==> src/otp_lock_pkg.sv <==
/*
 Constants and types shared by the OTP region and lock register logic:
 command codes, register field positions, region geometry, FSM states.
 Assumes nothing of its surroundings.
*/
package otp_lock_pkg;

   // Command codes
   localparam logic [7:0] OP_RD_LOCK = 8'h2b;
   localparam logic [7:0] OP_WR_LOCK = 8'h2f;
   localparam logic [7:0] OP_ENTER = 8'hb1;
   localparam logic [7:0] OP_EXIT = 8'hc1;
   localparam logic [7:0] OP_READ = 8'h03;
   localparam logic [7:0] OP_PROG = 8'h02;

   // Lock status register layout
   localparam int LOCK_FACT_BIT = 0;
   localparam int LOCK_CUST_BIT = 1;
   localparam logic [7:0] LOCK_RESET = 8'h00;

   // Region geometry: 4096 bits as 512 bytes
   localparam int OTP_AW = 9;
   localparam int OTP_DEPTH = 512;
   localparam logic [8:0] SN_LAST_ADDR = 9'h00f;
   localparam logic [8:0] OTP_LAST_ADDR = 9'h1ff;

   // Serial framing
   localparam logic [2:0] BIT_LAST = 3'h7;
   localparam logic [1:0] ADDR_BYTES_LAST = 2'h2;

   typedef enum logic [5:0] {
      ST_IDLE = 6'h01,
      ST_OP = 6'h02,
      ST_ADDR = 6'h04,
      ST_DIN = 6'h08,
      ST_OUT = 6'h10,
      ST_SKIP = 6'h20
   } state_t;

endpackage

==> src/otp_store.sv <==
/*
 Byte array holding the one-time-programmable region.
 Assumes the command engine gates every write; reads are combinational.
*/
`timescale 1ns/10ps
module otp_store
   import otp_lock_pkg::*;
(
   // Clock
   input wire logic core_clk,
   input wire logic ce,
   // Write port
   input wire logic we,
   input wire logic [OTP_AW-1:0] waddr,
   input wire logic [7:0] wdata,
   // Read port
   input wire logic [OTP_AW-1:0] raddr,
   output logic [7:0] rdata
);

   logic [7:0] mem [OTP_DEPTH];

   ////////////////////////////////////////////////////////////////////
   // Storage has no reset; contents stand for non-volatile cells
   always_ff @(posedge core_clk) begin
      if (ce && we) begin
         mem[waddr] <= wdata;
      end
   end

   assign rdata = mem[raddr];

endmodule // otp_store

==> src/otp_lock_ctrl.sv <==
/*
 Serial command engine for the OTP region and its lock status register.
 Assumes serial pins already synchronous to core_clk, SPI mode 0 framing,
 one data line each way, and a write-enable latch kept elsewhere.
*/
// Overview of operation
// - Lock register read command is served at any time, busy or not.
// - Lock register value repeats while chip select stays low.
// - Bit 0 is read-only factory lock flag from non-volatile storage.
// - Lock register write can set bit 1, the customer lock.
// - Once locked, customer bit and region writes are ignored.
// - Lock register write needs no preceding write enable.
// - Lock write commits only if chip select rises on byte boundary.
// - Main array writes are refused while in OTP mode.
// - Region holds 512 bytes; first 16 bytes are serial number field.
// - Entry command enters OTP mode; addresses then select the region.
// - Exit command leaves OTP mode, returning to main array.
// - In OTP mode, status and lock register writes are rejected.
// - Locked region accepts only read-type commands.
`timescale 1ns/10ps
module otp_lock_ctrl
   import otp_lock_pkg::*;
(
   // Clock and reset
   input wire logic core_clk,
   input wire logic rst_n,
   input wire logic ce,
   // Serial link
   input wire logic spi_cs_n,
   input wire logic spi_sclk,
   input wire logic spi_mosi,
   output logic spi_miso,
   output logic spi_miso_oe,
   // Non-volatile lock cells
   input wire logic factory_lock_nv,
   input wire logic cust_lock_nv,
   output logic lock_nv_write,
   output logic lock_nv_value,
   // Device status
   input wire logic wel,
   output logic otp_mode,
   output logic otp_locked,
   output logic main_write_block,
   output logic sr_write_block
);

   typedef struct packed {
      state_t st;
      logic sclk;
      logic [2:0] bitc;
      logic [1:0] nbyte;
      logic [7:0] sh;
      logic [7:0] op;
      logic [OTP_AW-1:0] addr;
      logic [7:0] osh;
      logic otpm;
      logic fact;
      logic cust;
      logic init;
      logic we;
      logic [OTP_AW-1:0] wa;
      logic [7:0] wd;
      logic nvw;
   } regs_t;

   regs_t s_q;
   regs_t s_d;
   logic [7:0] mem_rdata;
   logic rise;
   logic fall;
   logic locked;
   logic commit_lock;

   // Reserved positions read as zero
   function automatic logic [7:0] lock_value(input logic f, input logic c);
      logic [7:0] v;
      v = LOCK_RESET;
      v[LOCK_FACT_BIT] = f;
      v[LOCK_CUST_BIT] = c;
      return v;
   endfunction

   ////////////////////////////////////////////////////////////////////
   // Region storage, addressed by the low 9 address bits
   otp_store u_store (
      .core_clk(core_clk),
      .ce(ce),
      .we(s_q.we),
      .waddr(s_q.wa),
      .wdata(s_q.wd),
      .raddr(s_q.addr),
      .rdata(mem_rdata)
   );

   ////////////////////////////////////////////////////////////////////
   // Edge detect on the sampled serial clock
   assign rise = spi_sclk & ~s_q.sclk;
   assign fall = ~spi_sclk & s_q.sclk;
   assign locked = s_q.fact | s_q.cust;
   // Exactly one data byte after the opcode, frame closed on the boundary
   assign commit_lock = (s_q.st == ST_DIN) && (s_q.op == OP_WR_LOCK) &&
                        (s_q.bitc == 3'h0) && (s_q.nbyte == 2'h1);

   // Next-state logic for the whole engine
   always_comb begin
      state_t cur;
      logic [7:0] bit_in;
      s_d = s_q;
      cur = (s_q.st == ST_IDLE) ? ST_OP : s_q.st;
      bit_in = {s_q.sh[6:0], spi_mosi};
      s_d.we = 1'b0;
      s_d.nvw = 1'b0;
      s_d.sclk = spi_sclk;
      // Lock cells are caught after reset release, never by the reset
      if (!s_q.init) begin
         s_d.init = 1'b1;
         s_d.fact = factory_lock_nv;
         s_d.cust = cust_lock_nv;
      end
      if (spi_cs_n) begin
         // No write enable is checked here, unlike status writes
         if (commit_lock && !locked && !s_q.otpm) begin
            s_d.cust = s_q.cust | s_q.sh[LOCK_CUST_BIT];
            s_d.nvw = s_q.sh[LOCK_CUST_BIT];
         end
         s_d.st = ST_IDLE;
         s_d.bitc = 3'h0;
         s_d.nbyte = 2'h0;
      end else begin
         s_d.st = cur;
         if (rise) begin
            s_d.sh = bit_in;
            s_d.bitc = 3'(s_q.bitc + 3'h1);
            if (cur == ST_ADDR) begin
               s_d.addr = {s_q.addr[OTP_AW-2:0], spi_mosi};
            end
            if (s_q.bitc == BIT_LAST) begin
               case (cur)
                  ST_OP: begin
                     s_d.op = bit_in;
                     s_d.nbyte = 2'h0;
                     case (bit_in)
                        OP_RD_LOCK: s_d.st = ST_OUT;
                        OP_WR_LOCK: s_d.st = ST_DIN;
                        OP_ENTER: begin
                           s_d.otpm = 1'b1;
                           s_d.st = ST_SKIP;
                        end
                        OP_EXIT: begin
                           s_d.otpm = 1'b0;
                           s_d.st = ST_SKIP;
                        end
                        OP_READ, OP_PROG: begin
                           s_d.st = s_q.otpm ? ST_ADDR : ST_SKIP;
                        end
                        default: s_d.st = ST_SKIP;
                     endcase
                  end
                  ST_ADDR: begin
                     s_d.nbyte = 2'(s_q.nbyte + 2'h1);
                     if (s_q.nbyte == ADDR_BYTES_LAST) begin
                        s_d.nbyte = 2'h0;
                        s_d.st = (s_q.op == OP_READ) ? ST_OUT : ST_DIN;
                     end
                  end
                  ST_DIN: begin
                     if (s_q.nbyte != 2'h3) begin
                        s_d.nbyte = 2'(s_q.nbyte + 2'h1);
                     end
                     if (s_q.op == OP_PROG) begin
                        // Locked region takes reads only
                        s_d.we = wel & ~locked;
                        s_d.wa = s_q.addr;
                        s_d.wd = bit_in;
                        s_d.addr = OTP_AW'(s_q.addr + 9'h001);
                     end
                  end
                  default: ;
               endcase
            end
         end else if (fall && cur == ST_OUT) begin
            if (s_q.bitc == 3'h0) begin
               // Reload each byte boundary so the value streams on
               if (s_q.op == OP_RD_LOCK) begin
                  s_d.osh = lock_value(s_q.fact, s_q.cust);
               end else begin
                  s_d.osh = mem_rdata;
                  s_d.addr = OTP_AW'(s_q.addr + 9'h001);
               end
            end else begin
               s_d.osh = {s_q.osh[6:0], 1'b0};
            end
         end
      end
   end

   // State register; clock enable freezes everything
   always_ff @(posedge core_clk or negedge rst_n) begin
      if (!rst_n) begin
         s_q <= '0;
         s_q.st <= ST_IDLE;
      end else if (ce) begin
         s_q <= s_d;
      end
   end

   ////////////////////////////////////////////////////////////////////
   // Outputs
   assign spi_miso = s_q.osh[7];
   assign spi_miso_oe = (s_q.st == ST_OUT);
   assign otp_mode = s_q.otpm;
   assign otp_locked = locked;
   // The host program path consults these before touching the main array and the status register
   assign main_write_block = s_q.otpm;
   assign sr_write_block = s_q.otpm;
   assign lock_nv_write = s_q.nvw;
   assign lock_nv_value = s_q.cust;

   ////////////////////////////////////////////////////////////////////
   // Assertions
   property p_lock_load;
      @(posedge core_clk) disable iff (!rst_n)
      (ce && !spi_cs_n && fall && s_q.st == ST_OUT && s_q.op == OP_RD_LOCK &&
       s_q.bitc == 3'h0) |=> (s_q.osh == lock_value(s_q.fact, s_q.cust));
   endproperty
   a_lock_load: assert property (p_lock_load) else $error("lock value not loaded");

   property p_stream;
      @(posedge core_clk) disable iff (!rst_n)
      (ce && !spi_cs_n && fall && s_q.st == ST_OUT && s_q.bitc != 3'h0) |=>
         (s_q.osh[7] == $past(s_q.osh[6]));
   endproperty
   a_stream: assert property (p_stream) else $error("output did not shift");

   property p_fact_stable;
      @(posedge core_clk) disable iff (!rst_n)
      (s_q.init && $past(s_q.init)) |-> $stable(s_q.fact);
   endproperty
   a_fact_stable: assert property (p_fact_stable) else $error("factory bit changed");

   property p_cust_sticky;
      @(posedge core_clk) disable iff (!rst_n)
      (s_q.init && s_q.cust) |=> s_q.cust;
   endproperty
   a_cust_sticky: assert property (p_cust_sticky) else $error("customer lock cleared");

   property p_no_locked_prog;
      @(posedge core_clk) disable iff (!rst_n)
      (s_q.init && locked) |=> !s_q.we;
   endproperty
   a_no_locked_prog: assert property (p_no_locked_prog) else $error("locked region written");

   property p_lock_commit;
      @(posedge core_clk) disable iff (!rst_n)
      lock_nv_write |-> (s_q.cust && $past(commit_lock) && !$past(s_q.otpm));
   endproperty
   a_lock_commit: assert property (p_lock_commit) else $error("bad lock commit");

   property p_main_block;
      @(posedge core_clk) disable iff (!rst_n)
      s_q.we |-> (main_write_block && sr_write_block);
   endproperty
   a_main_block: assert property (p_main_block) else $error("region write while unblocked");

   property p_enter;
      @(posedge core_clk) disable iff (!rst_n)
      $rose(s_q.otpm) |-> (s_q.op == OP_ENTER && s_q.st == ST_SKIP);
   endproperty
   a_enter: assert property (p_enter) else $error("OTP mode entered without entry code");

   property p_exit;
      @(posedge core_clk) disable iff (!rst_n)
      $fell(s_q.otpm) |-> (s_q.op == OP_EXIT && s_q.st == ST_SKIP);
   endproperty
   a_exit: assert property (p_exit) else $error("OTP mode left without exit code");

endmodule // otp_lock_ctrl

==> config.mk <==
export PLATFORM = sky130hd
export DESIGN_NAME = otp_lock_ctrl
export DESIGN_NICKNAME = d
export VERILOG_FILES = /design/src/otp_lock_pkg.sv /design/src/otp_store.sv /design/src/otp_lock_ctrl.sv
export SDC_FILE = /design/constraint.sdc
export NUM_CORES = 2
export LEC_CHECK = 0
export BUFFER_PORTS_ARGS = -buffer_cell sky130_fd_sc_hd__buf_4
export CAP_MARGIN = 15
export CORE_MARGIN = 4
export CORE_UTILIZATION = 30
export CTS_BUF_LIST = sky130_fd_sc_hd__clkbuf_4 sky130_fd_sc_hd__clkbuf_8
export CTS_CLUSTER_SIZE = 24
export DETAILED_ROUTE_END_ITERATION = 6
export PLACE_DENSITY = 0.51
export SLEW_MARGIN = 20
export SYNTH_ARGS = -nofsm -noshare
export SYNTH_HDL_FRONTEND = slang
export SYNTH_SLANG_ARGS = --single-unit
export TNS_END_PERCENT = 5
==> constraint.sdc <==
create_clock -name core_clk -period 23.6 [get_ports core_clk]
set_input_delay 1.18 -clock core_clk [delete_from_list [all_inputs] [get_ports core_clk]]
set_output_delay 1.18 -clock core_clk [all_outputs]
set_load 0.005 [all_outputs]
Word-level counts from Yosys, hierarchy flattened
Memories as Yosys holds them, arrays and structs flattened.
Index checks and enable logic that the tools add are counted.
- register bits: 68
- RAM bits: 4096
- input port bits: 9
- memories kept: 1
- memory list (memory ; words ; width ; rd ports ; clocked after Yosys merged registers in ; wr ports ; line ; text):
    u_store.mem ; 512 ; 8 ; 1 ; 0 ; 1 ; otp_store.sv:21 ; logic [7:0] mem [OTP_DEPTH];
- add/sub/neg operators: 3
- equality and inequality tests: 23
- multiplexer cells: 39
- bitwise operators: 11
- reductions and logical operators: 26
- operator list (cell ; number):
    $mux W18 ; 5
    $mux W9 ; 6
    $mux W6 ; 6
    $mux W17 ; 2
    $eq A8 B2 Y1 const B ; 4
    $eq A8 B6 Y1 const B ; 4
    $mux W8 ; 3
    $mux W21 ; 1
    $pmux W6 S3 ; 1
    $eq A8 B8 Y1 const B ; 2
    $reduce_and A5 Y1 ; 3
    $eq A6 B4 Y1 const B ; 2
    $eq A6 B5 Y1 const B ; 2
    $pmux W6 S2 ; 1
    $reduce_and A6 Y1 ; 2
    $mux W5 ; 2
    $reduce_bool A2 Y1 ; 5
    $add A9 B1 Y9 const B ; 1
    $mux W2 ; 4
    $logic_and A1 B1 Y1 ; 7
    $eq A6 B1 Y1 const B ; 1
    $eq A6 B2 Y1 const B ; 1
    $eq A6 B3 Y1 const B ; 1
    $mux W1 ; 6
    19 further kinds ; 30

Longest topological paths before layout
- depth after elaboration: 9
- mapped depth: 15

By module
From an unflattened synthesis, not the netlist that was laid out.
- cell total of the unflattened synthesis: 8353
- area total of the unflattened synthesis: 163520.6 µm²
- modules (own cells, without submodules) (module ; times used ; cells an instance ; area an instance (µm²) ; seq. area each (µm²)):
    otp_store ; 1 ; 8013 ; 160028.5 ; 122998.0
    otp_lock_ctrl ; 1 ; 340 ; 3492.1 ; 1677.9

Least setup slack after synthesis
No wires, ideal clock.
- path type: register -> register
- from: reg s_q[1] (netlist bit)
- to: mem u_store.mem[0][0] (data pin)
- arrival: 6.062 ns
- required time: 22.196 ns
- setup slack: 16.134 ns
- stages on the path, launching flop included: 1
- path through: dfrtp_1
- RTL lines (item ; line ; text):
    start: declaration ; otp_lock_ctrl.sv:66 ; regs_t s_q;
    end: declaration ; otp_store.sv:21 ;
No word-level cell before the write port.

Worst setup path after layout
- from: reg s_q[31] (netlist bit)
- to: reg s_q[23] (netlist bit)
- word-level cells in the longest chain between the ends: 3
- ends and longest elaborated chain (item ; line ; text):
    $mem_v2 Z512 W8 ; -- ;
    $mux W8 ; otp_lock_ctrl.sv:184 ; if (s_q.op == OP_RD_LOCK) begin
    $mux W8 ; otp_lock_ctrl.sv:182 ; if (s_q.bitc == 3'h0) begin
Every way passes these cells.
A chain may end at the register's enable or synchronous reset.

==> impl_results.md <==
- Outcome: finished, violations left
- Violated checks: hold timing
- Die H: 745 um
- CP cell instances: buf_4, buf_4, buf_4, buf_12, buf_4, buf_4, mux2i_1, o221ai_1, o22ai_1, nor3_1, o221ai_1, nand2_1, nor4bb_1, buf_4, o22a_1
- Pwr/cell area: 79.4 nW/um^2
- Distinct cells, synth: 74
- Row count: 270
- Nets: 8498
- Antenna-violating nets left: 0
- Count of warnings emitted by yosys: 0
- Worst hold slack: -0.00481 ns
- Simple-gate share of the synthesized area: 2.92%
- Post-synthesis register bit count: 4163
- Max-Cap Viols: 0
- Top cell type's share of synthesized area: 75.5%
- Maximum clock path buffer count: 4
- Clock slew at reported path FFs: 0.07 ns
- Compound-Gate Fraction of Synth Area: 3.55%
- # DRC: 0
- Initial antenna violation count: 45
- Hold Buf Count CTS: 0
- Fin. max-slew vios: 0
- Setup repair after global routing missed its margin: no
- Finish-stage setup viols: 0
- Syn avg cell area: 20.2 sq um
- CTS tree: built
- CTS root buf: clkbuf_8
- Seq/Total Area, Yosys: 76.5%
- Max incr delay on CP: 0.91 ns
- Final min period: 7.75 ns
- Num CTS Buffers: 688
- Sink Count: 4163
- First-pass GRT wire length: 724000 um
- Synth Cell Area: 163000 sq um
- CTS HTree Levels: 6
- Worst skew pair latency: 1.26 ns
- Reg2reg path depth: 15
- Drt first pass iters: 6
- Core Region: 541000 sq um
- Share of layout cells above drive strength 1: 25.4%
- EDFF count, synth: 4096
- Vias per cell: 5.37
- Synth area leaders: edfxtp_1, mux4_2, mux2i_1
- Peak VDD IR: 61.3 uV
- Postcts setup bufs: 0
- Layout area overhead: 13.5%
- Leakage power: 64.7 nW
- Synth Flop Type: edfxtp_1
- Synth area leader: edfxtp_1
- Ys async rst share: 1.61%
- R2r setup slk: 15.85 ns
- Leading cell types in the layout, fill and taps excluded: edfxtp_1, mux4_2, clkbuf_8, nor2_1, mux2i_1
- Comb power frac: 3.1%
- Switching Power: 0.00333 W
- CP startpoint kind: register
- R2R Path End: s_q[23]$_DFFE_PN0P_
- Fmax: 129 MHz
- Critical Path AT: 8.95 ns
- DP Area: 172000 sq um
- CP Capture Type: register
- Total nets after synthesis: 8081
- Mapped Cells: 8064
- # IOs: 17
- CP most frequent cell: buf_4
- PortBufs: 16
- Die ar.: 555000 sq um
- Placed insts: 15000
- Final period util: 32.9%
- Post-CTS Resized: 0
- Final Skew: 0.0712 ns
- XOR/XNOR Fraction of Synth Area: 0.00538%
- Sw frac: 22.6%
- Multiplexer area fraction after synthesis: 15.1%
- Final non-filler cell total: 16300
- Setup TNS: 0 ns
- Reg2reg start: s_q[31]$_DFFE_PN0P_
- Hold crit path type: primary input to asynchronous set/reset pin
- Placer Congestion: 0.846
- Starting density of the core: 30.1%
- Worst slew pin tran: 1.23 ns
- WL/cell: 32.6 um
- Proportion of power drawn by the clock network: 42.2%
- Final Util: 34.2%
- Number of global-route vias before repair: 87600
- CP Data Required Time: 24.80 ns
- Adder-Cell Fraction of Synth Area: 0.0614%
- Via Count: 87300
- Hold Vio Cnt, Final: 2
- Pint: 0.0114 W
- Reg power frac: 54.6%
- Largest family of logic cells by synthesized area: multiplexers
- Largest net degree at the start of global routing: 207
- GR Overflow Total: 0
- CP max-delay cell: dfrtp_4
- Detailed Route WL: 529000 um
- Total GRT Usage: 18.6%
- Post-Layout Inst Area: 185000 sq um
- Detailed placer's ending HPWL: 308000 um
- Most common cell after layout, fill and taps aside: edfxtp_1
- CP Class: register to register
- Iter 0 DRT Violations: 11600
- Crit Path Max Fanout: 71
- Die width: 745 um
- Relative slew slack: 17.6%
[cells by family (layout without fill, tap and decap cells)]
kind of cell | count (synthesis) | after routing
AOI/OAI and AO/OA | 839 | 839
DFF | 4163 | 4163
and+or+nand+nor | 1120 | 1120
xor gates and xnor gates | 1 | 1
adders and majority gates | 8 | 8
buffers and inverters | 529 | 1485
other | 0 | 24
muxes | 1404 | 1404
[cell usage after synthesis, types with 6 or more instances]
| library cell | count |
|---|---|
| o21ai_0 | 91 |
| mux2i_1 | 512 |
| buf_8 | 6 |
| clkbuf_1 | 238 |
| nor4_1 | 29 |
| a221oi_1 | 19 |
| o221ai_1 | 154 |
| buf_4 | 65 |
| a32oi_1 | 14 |
| nand2b_1 | 9 |
| a21oi_1 | 168 |
| inv_1 | 16 |
| edfxtp_1 | 4096 |
| a22o_1 | 14 |
| o31ai_1 | 6 |
| nand2_1 | 232 |
| mux4_2 | 840 |
| nor2b_1 | 20 |
| or3_1 | 7 |
| o2111ai_1 | 6 |
| and2_1 | 16 |
| dfrtp_1 | 66 |
| buf_2 | 99 |
| nor3b_1 | 8 |
| nor3_1 | 58 |
| buf_1 | 29 |
| o311ai_0 | 7 |
| mux2_2 | 52 |
| ha_1 | 8 |
| o22ai_1 | 134 |
| a211oi_1 | 16 |
| nand4_1 | 20 |
| buf_6 | 71 |
| a31oi_1 | 44 |
| nor2_1 | 626 |
| and3_1 | 14 |
| a311oi_1 | 7 |
| a2111oi_0 | 17 |
| o211ai_1 | 15 |
| a22oi_1 | 77 |
| nand3_1 | 62 |
[power groups by stage]
| stage | sequential (W) | clock, W | combinational (W) |
|---|---|---|---|
| 2_1_floorplan | 0.00817 | 0 | 0.000194 |
| 3_3_place_gp | 0.00818 | 0 | 0.000450 |
| 3_5_place_dp | 0.00818 | 0 | 0.000450 |
| 4_1_cts | 0.00802 | 0.00630 | 0.000452 |
| 5_1_grt | 0.00802 | 0.00666 | 0.000461 |
| 6_report | 0.00802 | 0.00620 | 0.000460 |
[flip-flops by register name, summed over array words and instances, names as in the netlist]
register,flops
s_q,63
spi_miso,1
u_store.mem,4096
lock_nv_write,1
lock_nv_value,1
main_write_block,1
[worst max path at each step]
stage | depth (start not counted) | end | slack (ns) | startpoint
2_1_floorplan | 0 | u_store.mem[0][0]$_DFFE_PP_ | 16.13 | s_q[1]$_DFFE_PN0P_
3_3_place_gp | 14 | s_q[29]$_DFFE_PN0P_ | 15.73 | s_q[31]$_DFFE_PN0P_
3_5_place_dp | 13 | s_q[29]$_DFFE_PN0P_ | 15.82 | s_q[31]$_DFFE_PN0P_
6_report | 15 | s_q[23]$_DFFE_PN0P_ | 15.85 | s_q[31]$_DFFE_PN0P_
4_1_cts | 13 | s_q[29]$_DFFE_PN0P_ | 15.79 | s_q[31]$_DFFE_PN0P_
5_1_grt | 15 | s_q[23]$_DFFE_PN0P_ | 15.33 | s_q[31]$_DFFE_PN0P_
[per-layer routing]
metal / track usage (%) / wire (um) / up-vias
met5: 0 / 62 / -
met4: 6.45 / 18600 / 10
met3: 4.79 / 49900 / 930
met2: 29.1 / 245000 / 4751
met1: 25.0 / 215000 / 47200
li1: - / - / 34400
[worst max-delay path: cells and delay by family, from the launching register on]
family	cells	cell delay, ns
buf+inv	7	4.18
simple gates	3	1.30
flops	1	0.91
compound gates	4	0.86
mux	1	0.16
[area by class of cell]
type	instances	area [sq um]
fill	50600	356000
sequential	4163	125000
multi-input combinational	3372	35800
clock buffer	930	11400
tap	7208	9020
timing repair buffer	236	2050
clock inverter	299	1790
inverter	20	90.1
antenna	24	60.1
[through the flow]
stage | total power [W] | setup slack (ns)
3_5_place_dp | 0.00863 | 15.82
4_1_cts | 0.0148 | 15.79
5_1_grt | 0.0151 | 15.33
3_3_place_gp | 0.00863 | 15.73
6_report | 0.0147 | 15.85
2_1_floorplan | 0.00837 | 16.13
No activity file was read; power rests on OpenSTA's default activity.
